==> config.mk <==
export PLATFORM = sky130hd
export DESIGN_NAME = cgl_regs
export DESIGN_NICKNAME = d
export VERILOG_FILES = /design/src/verilog/cgl_pkg.sv /design/src/verilog/cgl_regs.sv
export SDC_FILE = /design/constraint.sdc
export NUM_CORES = 1
export LEC_CHECK = 0
export ABC_AREA = 1
export ABC_CLOCK_PERIOD_IN_PS = 2550
export BUFFER_PORTS_ARGS = -buffer_cell sky130_fd_sc_hd__buf_2
export CAP_MARGIN = 15
export CORE_UTILIZATION = 36
export DETAILED_ROUTE_END_ITERATION = 12
export HOLD_SLACK_MARGIN = 0.1
export PLACE_DENSITY = 0.67
export RECOVER_POWER = 100
export SKIP_LAST_GASP = 1
export SLEW_MARGIN = 20
export SYNTH_ARGS = -nofsm -noshare
export SYNTH_HDL_FRONTEND = slang
export SYNTH_SLANG_ARGS = --single-unit
==> constraint.sdc <==
create_clock -name ref_clk_i -period 2.55 [get_ports ref_clk_i]
set_input_delay 0.255 -clock ref_clk_i [delete_from_list [all_inputs] [get_ports ref_clk_i]]
set_output_delay 0.255 -clock ref_clk_i [all_outputs]
set_load 0.02 [all_outputs]
==> src/verilog/cgl_pkg.sv <==
// Constants for the clock guard, unlock and interrupt register group
package cgl_pkg;
  localparam logic [9:0] CGL_OFS_FDCTRL = 10'h054;
  localparam logic [9:0] CGL_OFS_UNLOCK = 10'h058;
  localparam logic [9:0] CGL_OFS_IER = 10'h0c0;
  localparam logic [9:0] CGL_OFS_IDR = 10'h0c4;
  localparam logic [9:0] CGL_OFS_IMR = 10'h0c8;
  localparam logic [9:0] CGL_OFS_ISR = 10'h0cc;
  localparam logic [9:0] CGL_OFS_ICR = 10'h0d0;
  localparam logic [9:0] CGL_OFS_SR = 10'h0d4;
  localparam int CGL_BIT_FREEZE = 31;
  localparam int CGL_BIT_OVFEN = 1;
  localparam int CGL_BIT_LOSSEN = 0;
  localparam int CGL_BIT_AE = 31;
  localparam int CGL_BIT_RDY = 5;
  localparam int CGL_BIT_LOSS = 0;
  localparam logic [7:0] CGL_UNLOCK_KEY = 8'haa;
  localparam logic [31:0] CGL_RST_ZERO = 32'h00000000;
  localparam logic [31:0] CGL_EVT_MASK = 32'h80000021;
  localparam int CGL_SWITCH_CYCLES = 4;
endpackage : cgl_pkg

==> src/verilog/cgl_regs.sv <==
// Clock guard control, write lock and interrupt registers on the bus
`timescale 1ns/100ps
`default_nettype none
module cgl_regs #(
  parameter int SWITCH_CYCLES = cgl_pkg::CGL_SWITCH_CYCLES
) (
  // Clock and reset
  input wire logic ref_clk_i,
  input wire logic rstn_i,
  // Peripheral bus, one access per cycle with sel high
  input wire logic pb_sel_i,
  input wire logic pb_write_i,
  input wire logic [9:0] pb_addr_i,
  input wire logic [31:0] pb_wdata_i,
  output logic [31:0] pb_rdata_o,
  // Clock monitors and select-register write from the clock selector
  input wire logic clock_loss_det_i,
  input wire logic overfreq_det_i,
  input wire logic clock_select_write_i,
  // Clock fallback and interrupt
  output logic use_rc_osc_o,
  output logic overfreq_flag_o,
  output logic loss_detect_en_o,
  output logic overfreq_guard_en_o,
  output logic irq_o
);
  import cgl_pkg::*;

  logic [31:0] ctrl_reg, ctrl_next;
  logic [31:0] mask_reg, mask_next;
  logic [31:0] pend_reg, pend_next;
  logic [31:0] stat_reg, stat_next;
  logic [31:0] rdata_reg, rdata_next;
  logic unl_vld_reg, unl_vld_next;
  logic [9:0] unl_addr_reg, unl_addr_next;
  logic [7:0] sw_cnt_reg, sw_cnt_next;
  logic rc_reg, rc_next;
  logic ovf_reg, ovf_next;
  logic irq_reg, irq_next;

  logic wr;
  logic prot_hit;
  logic granted;
  logic [31:0] evt;

  always_comb begin
    wr = pb_sel_i && pb_write_i;
    // Only the control register is lock protected here
    prot_hit = wr && (pb_addr_i == CGL_OFS_FDCTRL);
    granted = unl_vld_reg && (unl_addr_reg == pb_addr_i);
  end

  // Unlock grant: armed by a keyed write, spent by the next access
  always_comb begin
    unl_vld_next = unl_vld_reg;
    unl_addr_next = unl_addr_reg;
    if (pb_sel_i) begin
      unl_vld_next = 1'b0;
      if (wr && pb_addr_i == CGL_OFS_UNLOCK &&
          pb_wdata_i[31:24] == CGL_UNLOCK_KEY) begin
        unl_vld_next = 1'b1;
        unl_addr_next = pb_wdata_i[9:0];
      end
    end
  end

  always_ff @(posedge ref_clk_i) begin
    if (!rstn_i) begin
      unl_vld_reg <= 1'b0;
      unl_addr_reg <= 10'h000;
    end else begin
      unl_vld_reg <= unl_vld_next;
      unl_addr_reg <= unl_addr_next;
    end
  end

  // Control register with freeze
  always_comb begin
    ctrl_next = ctrl_reg;
    if (prot_hit && granted && !ctrl_reg[CGL_BIT_FREEZE]) begin
      ctrl_next = CGL_RST_ZERO;
      ctrl_next[CGL_BIT_FREEZE] = pb_wdata_i[CGL_BIT_FREEZE];
      ctrl_next[CGL_BIT_OVFEN] = pb_wdata_i[CGL_BIT_OVFEN];
      ctrl_next[CGL_BIT_LOSSEN] = pb_wdata_i[CGL_BIT_LOSSEN];
    end
  end

  always_ff @(posedge ref_clk_i) begin
    if (!rstn_i) begin
      ctrl_reg <= CGL_RST_ZERO;
    end else begin
      ctrl_reg <= ctrl_next;
    end
  end

  // Clock switch settling: ready drops on select write, returns later
  always_comb begin
    sw_cnt_next = sw_cnt_reg;
    if (clock_select_write_i) begin
      sw_cnt_next = 8'(SWITCH_CYCLES);
    end else if (sw_cnt_reg != 8'h00) begin
      sw_cnt_next = sw_cnt_reg - 8'h01;
    end
  end

  always_ff @(posedge ref_clk_i) begin
    if (!rstn_i) begin
      sw_cnt_reg <= 8'h00;
    end else begin
      sw_cnt_reg <= sw_cnt_next;
    end
  end

  // Fallback to the RC oscillator, held until reset
  always_comb begin
    rc_next = rc_reg;
    ovf_next = ovf_reg;
    if (ctrl_reg[CGL_BIT_LOSSEN] && clock_loss_det_i) begin
      rc_next = 1'b1;
    end
    if (ctrl_reg[CGL_BIT_OVFEN] && overfreq_det_i) begin
      rc_next = 1'b1;
      ovf_next = 1'b1;
    end
  end

  always_ff @(posedge ref_clk_i) begin
    if (!rstn_i) begin
      rc_reg <= 1'b0;
      ovf_reg <= 1'b0;
    end else begin
      rc_reg <= rc_next;
      ovf_reg <= ovf_next;
    end
  end

  // Status and event bits
  always_comb begin
    evt = CGL_RST_ZERO;
    evt[CGL_BIT_LOSS] = ctrl_reg[CGL_BIT_LOSSEN] && clock_loss_det_i &&
                        !stat_reg[CGL_BIT_LOSS];
    // Ready rises when the settle count reaches its end
    evt[CGL_BIT_RDY] = (sw_cnt_reg == 8'h01) && !clock_select_write_i;
    evt[CGL_BIT_AE] = prot_hit && !granted;
    stat_next = stat_reg;
    stat_next[CGL_BIT_LOSS] = stat_reg[CGL_BIT_LOSS] | evt[CGL_BIT_LOSS];
    stat_next[CGL_BIT_AE] = stat_reg[CGL_BIT_AE] | evt[CGL_BIT_AE];
    if (clock_select_write_i) begin
      stat_next[CGL_BIT_RDY] = 1'b0;
    end else if (evt[CGL_BIT_RDY]) begin
      stat_next[CGL_BIT_RDY] = 1'b1;
    end
  end

  always_ff @(posedge ref_clk_i) begin
    if (!rstn_i) begin
      stat_reg <= CGL_RST_ZERO;
    end else begin
      stat_reg <= stat_next;
    end
  end

  // Mask and pending registers; set beats clear on the same cycle
  always_comb begin
    mask_next = mask_reg;
    pend_next = pend_reg;
    if (wr && pb_addr_i == CGL_OFS_IER) begin
      mask_next = mask_reg | (pb_wdata_i & CGL_EVT_MASK);
    end
    if (wr && pb_addr_i == CGL_OFS_IDR) begin
      mask_next = mask_reg & ~(pb_wdata_i & CGL_EVT_MASK);
    end
    if (wr && pb_addr_i == CGL_OFS_ICR) begin
      pend_next = pend_reg & ~(pb_wdata_i & CGL_EVT_MASK);
    end
    pend_next = pend_next | (evt & CGL_EVT_MASK);
    irq_next = |(pend_next & mask_next);
  end

  always_ff @(posedge ref_clk_i) begin
    if (!rstn_i) begin
      mask_reg <= CGL_RST_ZERO;
      pend_reg <= CGL_RST_ZERO;
      irq_reg <= 1'b0;
    end else begin
      mask_reg <= mask_next;
      pend_reg <= pend_next;
      irq_reg <= irq_next;
    end
  end

  // Read data, registered one cycle after the read
  always_comb begin
    rdata_next = CGL_RST_ZERO;
    if (pb_sel_i && !pb_write_i) begin
      unique case (pb_addr_i)
        CGL_OFS_FDCTRL: rdata_next = ctrl_reg;
        CGL_OFS_IMR: rdata_next = mask_reg;
        CGL_OFS_ISR: rdata_next = pend_reg;
        CGL_OFS_SR: rdata_next = stat_reg;
        default: rdata_next = CGL_RST_ZERO;
      endcase
    end
  end

  // Read data drops back to zero when no read is taken
  always_ff @(posedge ref_clk_i) begin
    if (!rstn_i) begin
      rdata_reg <= CGL_RST_ZERO;
    end else begin
      rdata_reg <= rdata_next;
    end
  end

  assign pb_rdata_o = rdata_reg;
  assign use_rc_osc_o = rc_reg;
  assign overfreq_flag_o = ovf_reg;
  assign loss_detect_en_o = ctrl_reg[CGL_BIT_LOSSEN];
  assign overfreq_guard_en_o = ctrl_reg[CGL_BIT_OVFEN];
  assign irq_o = irq_reg;
endmodule : cgl_regs
`default_nettype wire

# Word-level counts from Yosys, hierarchy flattened
# Index checks and enable logic that the tools add are counted.
[classes] n_addsub=1 n_eq_ne=11 muxes=9 bitwise_logic=9 reduce_logical=28
[op_table] op="one-hot mux 32 bit (4 select lines)" count=1
[op_table] op="AND 32 bit" count=3
[op_table] op="two-way mux 32 bit" count=3
[op_table] op="OR 32 bit" count=2
[op_table] op="== test 10 x 8 -> 1 bit (second input constant)" count=6
[op_table] op="NOT 32 bit" count=1
[op_table] op="OR reduction 32 bit" count=1
[op_table] op="== test 10 x 7 -> 1 bit (second input constant)" count=2
[op_table] op="logical AND 1 bit" count=16
[op_table] op="== test 10 bit" count=1
[op_table] op="== test 8 x 1 -> 1 bit (second input constant)" count=1
[op_table] op="== test 8 bit (second input constant)" count=1
[op_table] op="nonzero test 8 bit" count=1
[op_table] op="subtractor 8 x 1 -> 8 bit (second input constant)" count=1
[op_table] op="two-way mux 3 bit" count=2
[op_table] op="zero test 1 bit" count=5
[op_table] op="AND reduction 2 bit" count=2
[op_table] op="nonzero test 2 bit" count=2
[op_table] op="two-way mux 1 bit" count=3
[op_table] op="OR 1 bit" count=2
[op_table] op="OR reduction 2 bit" count=1
[op_table] op="NOT 1 bit" count=1
[word_totals] reg_bits=124 in_bits=49 out_inout_bits=37 word_cells=71

# Depth between registers and ports, before layout
# Gate-level depths: netlist (run 1).
[depth] word_depth=7 mapped_depth=11 depth_no_buf=11

# Worst setup path before layout (run 1)
# OpenSTA, ideal clock, no wires.
[synth_timing] path_type="input port to flip-flop" startpoint="input port pb_addr_i[1]" endpoint="register unl_addr_reg[1]" setup_ps=147 arrival_ps=1071 required_time_ps=2403 setup_slack_ps=1333 cell_stages=7 n_path_buf=1 path_cell_list="nor2_2 > inv_2 > nor3_2 > nand3b_4 > buf_6 > nor2_1 > a211oi_2"
[synth_between] elab_chain_len=4
[synth_rtl] element="start: declaration" line="cgl_regs.sv:13" rtl="input wire logic [9:0] pb_addr_i,"
[synth_rtl] element="== test 10 x 7 -> 1 bit" line="cgl_regs.sv:59" rtl="if (wr && pb_addr_i == CGL_OFS_UNLOCK &&"
[synth_rtl] element="logical AND 1 bit (2 in series)" line="cgl_regs.sv:59"
[synth_rtl] element="AND reduction 2 bit (no source line)"
[synth_rtl] element="end signal: assignment" line="cgl_regs.sv:73" rtl="unl_addr_reg <= unl_addr_next;"
[synth_rtl] element="end: declaration" line="cgl_regs.sv:35" rtl="logic [9:0] unl_addr_reg, unl_addr_next;"
# Every way passes these cells.
# A chain may end at the register's enable or synchronous reset.

# Worst setup path after layout (run 1)
[layout_timing] startpoint="input port pb_addr_i[5]" endpoint="register unl_addr_reg[7]"
# Same word-level chain as after synthesis.

==> results of run 1 <==
[per-stage QoR]
stage,power [W],setup slack [ns],cells,hold slack [ns]
floorplan,0.0008857,1.333,371,0.3754
global placement,0.0009213,0.9647,458,0.4393
detailed placement,0.0009262,0.9583,458,0.4434
CTS,0.001364,1.142,466,0.2257
global route,0.001434,0.5380,466,0.2395
finish,0.001348,0.6598,466,0.2312
[per-layer routing]
layer / track usage (%) / wire [um]
met1: 19.79 / 2313
met2: 27.77 / 2307
met5: 0 / 0
met3: 4.066 / 262
met4: 7.018 / 116
[cell families (layout without fill, tap and decap cells)]
group                      Yosys count  after routing  synth area share (%)
xor gates and xnor gates             3              3                 1.132
buffers and inverters               85            105                 18.92
adders and majority gates            3              3                 1.617
and+or+nand+nor                    173            173                 32.40
other                                1             28                0.1616
DFF                                 38             38                 32.78
AOI/OAI and AO/OA                   41             41                 12.99
[worst register-to-register path, stage by stage, from the launching register on]
cell and delay, ns:
dfxtp_1 0.37, a21boi_0 0.21, nand3_1 0.11, nor2_1 0.22, nand2_1 0.09, nand2_1 0.13, nand2_1 0.06, nand2_1 0.06
nand3_1 0.06
[power by group through the flow]
stage,Clock [W],Sequential (W),Combinational [W]
2_1_floorplan,0,0.000647,0.000239
3_3_place_gp,0,0.000651,0.000271
3_5_place_dp,0,0.000652,0.000274
4_1_cts,0.000450,0.000638,0.000276
5_1_grt,0.000474,0.000642,0.000317
6_report,0.000438,0.000638,0.000272
[cells in the final DEF (no fill, tap or decap)]
cell type / n
clkinv_2: 1
conb_1: 28
nor2_2: 3
dfxtp_1: 38
ha_1: 3
a211oi_2: 8
a21oi_1: 15
nor2_1: 59
nand4_1: 3
xnor2_1: 3
nor3_2: 3
o211ai_2: 1
a211oi_1: 2
nor3_1: 6
o22ai_1: 2
nand3b_1: 3
or2_2: 1
a21boi_0: 2
nand3_1: 18
clkbuf_1: 12
clkbuf_8: 6
nor3b_1: 1
clkinvlp_4: 1
o21ai_0: 9
inv_1: 51
nand3_2: 1
nand2_1: 75
a21oi_2: 1
inv_2: 2
o31ai_1: 1
buf_2: 32
[worst max-delay path by stage]
| stage | start | to | slack (ns) | cells past startpoint |
|---|---|---|---|---|
| detailed placement | pb_addr_i[5] | unl_addr_reg[0] | 0.96 | 8 |
| global placement | pb_addr_i[5] | unl_addr_reg[7] | 0.96 | 8 |
| finish | pb_addr_i[5] | unl_addr_reg[7] | 0.66 | 8 |
| floorplan | pb_addr_i[1] | unl_addr_reg[1] | 1.33 | 7 |
| global route | pb_addr_i[5] | unl_addr_reg[2] | 0.54 | 7 |
| CTS | sw_cnt_reg[4] | sw_cnt_reg[1] | 1.14 | 6 |
[cell type report]
| type | count | share of cell area (%) |
|---|---|---|
| repair buffers | 44 | 8.043 |
| flip-flops and latches | 38 | 29.82 |
| clock buffers | 6 | 3.237 |
| inverters | 53 | 7.798 |
| well taps | 75 | 3.678 |
| clock inverters | 2 | 0.4904 |
| multi-input cells | 248 | 46.93 |
==> PnR_summary.wiki, run 1 <==
{| class="wikitable"
! Metric !! Value
|-
| EDFF count, synth || 0
|-
| Total wire length after detailed routing || 5000 um
|-
| Ratio of final minimum period to clock period || 74.13%
|-
| Ranking of synthesized cells by instance count || nand2_1, nor2_1, inv_1
|-
| Share of final-layout standard cells stronger than drive strength 1 || 15.35%
|-
| Total of endpoints with negative setup slack in the final report || 0
|-
| Flip-flop and latch area || 760.7 um^2
|-
| Portion of synthesized cell area occupied by the leading cell type || 32.78%
|-
| Element type at the critical path end || flop
|-
| Port-buffer cells || 43
|-
| Post-synthesis area per instance || 6.747 um^2
|-
| Clock group share of total power || 32.5%
|-
| Routed length per instance || 10.73 um
|-
| Master of the slowest instance on the critical path || nand3b_1
|-
| Final Max Slew Viols || 0
|-
| Clock skew after layout || a little under 0.005 ns
|-
| Status || finished clean
|-
| Effective utilization at floorplan || 38.29%
|-
| Worst reg2reg path endpoint || irq_o
|-
| Sequential share of power || 47.4%
|-
| Total buffers and inverters traversed by the critical path || 2
|-
| Internal power component || roughly 0.00093 W
|-
| Net Sw Frac || 31.12%
|-
| Origin of the worst min-delay path || overfreq_det_i
|-
| Worst hold endpoint || overfreq_flag_o
|-
| Cell count after synthesis || 344
|-
| Drt first pass iters || 4
|-
| Fin area || around 0.0026 mm^2
|-
| Mapped Area || approximately 0.0023 mm^2
|-
| Largest net degree at the start of global routing || 22
|-
| Maximum vdd drop || between 0.4 and 0.5 mV
|-
| Gp weighted congestion || between 0.8 and 0.9
|-
| Number of unique standard cell types used by synthesis || 29
|-
| Multi-input combinational cell area || between 0.001 and 0.0015 mm^2
|-
| Number of buffers on the longest clock path || 2
|-
| Total Routing Usage GR || 16.46%
|-
| Die ar. || slightly below 0.007 mm^2
|-
| Most frequent cell after synthesis || nand2_1
|-
| Buffer count from post-CTS setup fixing || 0
|-
| Timing-limited maximum frequency || roughly 530 MHz
|-
| Ys async rst share || 0%
|-
| Final HPWL from detailed placement || 3903 um
|-
| Cell type with the largest total area after synthesis || dfxtp_1
|-
| Total Negative Setup Slacks || 0 ns
|-
| Vias per cell || 4.579
|-
| Flip-flop cell with the highest count after synthesis || dfxtp_1
|-
| Worst Hold Depth || 3
|-
| Headroom to the max-slew limit || roughly 36%
|-
| Biggest area contributors in the synthesized netlist || dfxtp_1, nand2_1, nor2_1, buf_4, inv_1
|-
| Fill cell total of the finished layout || around 650
|-
| Placement Rows || 28
|-
| Crit-path leading delay family || simple AND/OR/NAND/NOR gates
|-
| Detail Route Antenna Nets || 0
|-
| Max incr delay on CP || 0.73 ns
|-
| Crit Path Category || in2reg
|-
| Max reg flops || 10
|-
| Final Critical Period || ~1.9 ns
|-
| Sequential element share of the synthesized area || 32.78%
|-
| Iteration-0 DRC Markers || 129
|-
| Number of cells on the worst reg-to-reg path || 8
|-
| Class of the tightest hold or removal check || in2reg
|-
| Via count || around 2,100
|-
| Worst reg2reg path startpoint || unl_vld_reg
|-
| Global-route wire length before repair || 8383 um
|-
| Leak || between 1 and 1.5 nW
|-
| Slew of the pin with the lowest slew margin || 0.9588 ns
|-
| Ant. Diodes || 0
|-
| Number of warnings issued by yosys || 0
|-
| Pwr/cell area || 528.3 mW/mm^2
|-
| Syn-to-layout area delta || 9.919%
|-
| Hold buffer count at cts || 0
|-
| Number of top-level pins || 86
|-
| Flip-flop and latch count after synthesis || 38
|-
| Die span in y || 82.30 um
|-
| Sw Pwr || 0.0004194 W
|-
| Number of antenna violations at the first check in global routing || 0
|-
| Post-route DRC violation count || 0
|-
| Num CTS Buffers || 5
|-
| RSZ-0062 raised after global routing || no
|-
| Aggregate global routing overflow || 0
|-
| X dimension of the die || around 80 um
|-
| Utilization of the core after routing || between 40 and 50%
|-
| Vias in the first global route || around 2,000
|-
| CTS tree || done
|-
| CTS sink count || 38
|-
| Final Net Count || 442
|-
| Hold violation total from the final report || 0
|-
| Maximum fanout along the worst path || 21
|-
| Arrival @ worst endpoint || 2.03 ns
|-
| Htree depth || 2
|-
| Placed Area || approximately 0.0025 mm^2
|-
| Cell breakdown of the critical path || clkbuf_1 > inv_1 > nand3_1 > nor2_1 > nand2_1 > nand3b_1 > nor2_1 > a211oi_2
|-
| Clock Tree Root || clkbuf_8
|-
| Critical path launch point type || primary input
|-
| Clock insertion delay at the later pin of the skew report || 0.29 ns
|-
| Clock transition time at the flip-flop clock pins of the worst setup and hold paths || 0.07 ns
|-
| R2r setup slk || 1.13 ns
|-
| Area of the core || roughly 0.006 mm^2
|-
| Cells resized by post-CTS repair || 0
|-
| Required time at the worst-slack endpoint || 2.69 ns
|-
| Logic gate share of total power || 20.2%
|-
| Reported max-cap violation count || 0
|-
| Most common cell type on the critical path || nor2_1
|}
Power figures use the tool's default switching activity.
==> inputs of run 2 (changes only) <==
--- a/config.mk
+++ b/config.mk
@@ -6,13 +6,13 @@
 export NUM_CORES = 1
 export LEC_CHECK = 0
 export ABC_AREA = 1
-export ABC_CLOCK_PERIOD_IN_PS = 2550
+export ABC_CLOCK_PERIOD_IN_PS = 1650
 export BUFFER_PORTS_ARGS = -buffer_cell sky130_fd_sc_hd__buf_2
 export CAP_MARGIN = 15
 export CORE_UTILIZATION = 36
 export DETAILED_ROUTE_END_ITERATION = 12
 export HOLD_SLACK_MARGIN = 0.1
-export PLACE_DENSITY = 0.67
+export PLACE_DENSITY = 0.7
 export RECOVER_POWER = 100
 export SKIP_LAST_GASP = 1
 export SLEW_MARGIN = 20
==> constraint.sdc (replaced) <==
create_clock -name ref_clk_i -period 1.65 [get_ports ref_clk_i]
set_input_delay 0.165 -clock ref_clk_i [delete_from_list [all_inputs] [get_ports ref_clk_i]]
set_output_delay 0.165 -clock ref_clk_i [all_outputs]
set_load 0.02 [all_outputs]
==> run 2 against run 1 <==
  * Die area unchanged
  * Total power up 77%
  * Via count shrank 1.5%
  * Setup slack worse by 0.43 ns
  * Highest routed layer unchanged
  * Combinational power is 57% higher
  * Register-to-register slack got worse by 0.90 ns
  * First-iteration DRC count increased by 24%
  * Clock-buffer cell count stayed put
  * Non-clock buffer count is 2 higher
  * Wire length decreased by 4.8%
  * Clock skew is 0.00098 ns higher
  * Clock power increased by 120%
==> PnR_summary.wiki, run 2 (synthesis gave the netlist of run 1 again) <==
{| class="wikitable"
! Metric !! Value
|-
| Logic gate share of total power || 17.9% (-2.3 points)
|-
| Sequential share of power || 41.4% (-6.0 points)
|-
| Maximum fanout along the worst path || 3 (-86%)
|-
| Master of the slowest instance on the critical path || dfxtp_1
|-
| Htree depth || 2 (unchanged)
|-
| Vias in the first global route || 1,891 (-2.8%)
|-
| Hold buffer count at cts || 0 (unchanged)
|-
| Placement Rows || 28 (unchanged)
|-
| Cell total after placement || 460 (+0.44%)
|-
| Max incr delay on CP || 0.38 ns (-0.35 ns)
|-
| Syn-to-layout area delta || 12.78%
|-
| Post-route DRC violation count || 0 (unchanged)
|-
| Origin of the worst min-delay path || overfreq_det_i
|-
| Final cell count without fillers || 468 (+0.43%)
|-
| Clock insertion delay at the later pin of the skew report || 0.29 ns (about the same)
|-
| Cells resized by post-CTS repair || 0 (unchanged)
|-
| Share of final-layout standard cells stronger than drive strength 1 || 15.52% (+0.18 points)
|-
| Net Sw Frac || 26.60% (-4.5 points)
|-
| Total Routing Usage GR || 16.01% (-0.45 points)
|-
| Die span in y || 82.30 um (unchanged)
|-
| Placed Area || 0.002514 mm^2 (+0.60%)
|-
| Number of cells on the worst reg-to-reg path || 8 (unchanged)
|-
| Effective utilization at floorplan || 38.29% (unchanged)
|-
| Worst reg2reg path startpoint || unl_vld_reg
|-
| Total wire length after detailed routing || 4760 um (-4.8%)
|-
| Via count || 2,103 (-1.5%)
|-
| Final HPWL from detailed placement || 3844 um (-1.5%)
|-
| X dimension of the die || 82.30 um (unchanged)
|-
| Status || finished clean
|-
| Number of buffers on the longest clock path || 2 (unchanged)
|-
| Num CTS Buffers || 5 (unchanged)
|-
| Gp weighted congestion || 0.8812 (+0.65%)
|-
| Number of top-level pins || 86 (unchanged)
|-
| Most frequent cells in the layout || nand2_1, nor2_1, inv_1, dfxtp_1, buf_2
|-
| Number of antenna violations at the first check in global routing || 0 (unchanged)
|-
| Flip-flop and latch area || 760.7 um^2 (unchanged)
|-
| Timing-limited maximum frequency || between 700 and 800 MHz
|-
| Ant. Diodes || 0 (unchanged)
|-
| Worst hold endpoint || overfreq_flag_o
|-
| Final Critical Period || 1.425 ns
|-
| Total of endpoints with negative setup slack in the final report || 0 (unchanged)
|-
| Final critical-path setup slack || 0.2250 ns (-0.4348 ns)
|-
| Maximum vdd drop || 0.4983 mV (+20%)
|-
| RSZ-0062 raised after global routing || no
|-
| Iteration-0 DRC Markers || 160 (+24%)
|-
| Routed length per instance || 10.17 um (-5.2%)
|-
| CTS tree || done
|-
| Die ar. || 0.006772 mm^2 (unchanged)
|-
| Sw Pwr || 0.0006334 W (+51%)
|-
| Required time at the worst-slack endpoint || 1.83 ns (-0.86 ns)
|-
| Max reg flops || 10 (unchanged)
|-
| Clock group share of total power || 40.7% (+8.2 points)
|-
| Hold violation total from the final report || 0 (unchanged)
|-
| Final Net Count || 444 (+0.45%)
|-
| Most common cell after layout, fill and taps aside || nand2_1
|-
| Critical path launch point type || flop
|-
| Utilization of the core after routing || 43.19% (+1.1 points)
|-
| Total Negative Setup Slacks || 0 ns (unchanged)
|-
| Leak || 1.216 nW (+4.9%)
|-
| CTS sink count || 38 (unchanged)
|-
| Internal power component || 0.001748 W (+88%)
|-
| Pwr/cell area || 909.6 mW/mm^2 (+72%)
|-
| Multi-input combinational cell area || 0.001197 mm^2 (unchanged)
|-
| Crit Path Category || reg2reg
|-
| Most common cell type on the critical path || nand2_1
|-
| R2r setup slk || 0.23 ns (-0.90 ns)
|-
| Clock skew after layout || 0.005792 ns (+0.0009841 ns)
|-
| Worst reg2reg path endpoint || irq_o
|-
| Area of the core || 0.006061 mm^2 (unchanged)
|-
| Detail Route Antenna Nets || 0 (unchanged)
|-
| Clock transition time at the flip-flop clock pins of the worst setup and hold paths || 0.07 ns (about the same)
|-
| Largest net degree at the start of global routing || 22 (unchanged)
|-
| Arrival @ worst endpoint || 1.60 ns (-0.43 ns)
|-
| Fill cell total of the finished layout || 628 (-2.9%)
|-
| Class of the tightest hold or removal check || in2reg
|-
| Element type at the critical path end || flop
|-
| Cell breakdown of the critical path || a21boi_0 > nand3_1 > nor2_1 > nand2_1 > nand2_1 > nand2_1 > nand2_1 > nand3_1
|-
| Worst Hold Depth || 3 (unchanged)
|-
| Ratio of final minimum period to clock period || 86.36%
|-
| Reported max-cap violation count || 0 (unchanged)
|-
| Worst slack after detailed placement || 0.1611 ns (-0.7972 ns)
|-
| Port-buffer cells || 43 (unchanged)
|-
| Aggregate global routing overflow || 0 (unchanged)
|-
| Drt first pass iters || 4 (unchanged)
|-
| Fin area || 0.002618 mm^2 (+2.6%)
|-
| Buffer count from post-CTS setup fixing || 0 (unchanged)
|-
| Final Max Slew Viols || 0 (unchanged)
|-
| Clock Tree Root || clkbuf_8
|-
| Vias per cell || 4.494 (-1.9%)
|-
| Global-route wire length before repair || 8224 um (-1.9%)
|}
-- run 2: final cells by class --
cell class / instances / area share, %
inverter: 53 / 7.600
sequential: 38 / 29.06
multi-input combinational: 248 / 45.75
clock inverter: 2 / 2.294
timing repair buffer: 46 / 8.556
tap: 75 / 3.585
clock buffer: 6 / 3.155
-- run 2: stage by stage --
| stage | power (W) | hold slack, ns |
|---|---|---|
| final | 0.002381 | 0.1438 |
| after global routing | 0.002515 | 0.1535 |
| after CTS | 0.002405 | 0.1392 |
| after detailed placement | 0.001433 | 0.4420 |
| after global placement | 0.001424 | 0.4393 |
| after floorplan | 0.001369 | 0.2854 |
-- run 2: worst max-delay path, delay by kind of cell, from the launching register on --
kind	cells	cell delay [ns]
flip-flops	1	0.38
AO/OA/AOI/OAI	1	0.20
AND/OR/NAND/NOR	7	0.74
-- run 2: worst max-delay path by stage --
stage	slack, ns	to	from	cells past startpoint
after floorplan	0.46	sw_cnt_reg[0]	sw_cnt_reg[4]	6
after global placement	0.18	unl_addr_reg[2]	pb_addr_i[5]	8
after detailed placement	0.16	unl_addr_reg[2]	pb_addr_i[1]	7
after CTS	0.22	irq_o	unl_vld_reg	8
after global routing	0.03	sw_cnt_reg[7]	sw_cnt_reg[4]	6
final	0.23	irq_o	unl_vld_reg	8
-- run 2: power groups by stage --
| stage | combinational [W] | clock, W | sequential, W |
|---|---|---|---|
| 2_1_floorplan | 0.000369 | 0 | 0.000999 |
| 3_3_place_gp | 0.000419 | 0 | 0.00101 |
| 3_5_place_dp | 0.000428 | 0 | 0.00100 |
| 4_1_cts | 0.000430 | 0.000991 | 0.000984 |
| 5_1_grt | 0.000491 | 0.00103 | 0.000990 |
| 6_report | 0.000427 | 0.000970 | 0.000985 |
-- run 2: layer usage --
layer | vias to the layer above | track usage, % | wire length, um
met5 | - | 0 | 0
met1 | 921 | 20.88 | 2252
met3 | 7 | 3.297 | 267
li1 | 1112 | - | -
met4 | 0 | 6.140 | 63
met2 | 63 | 25.79 | 2175
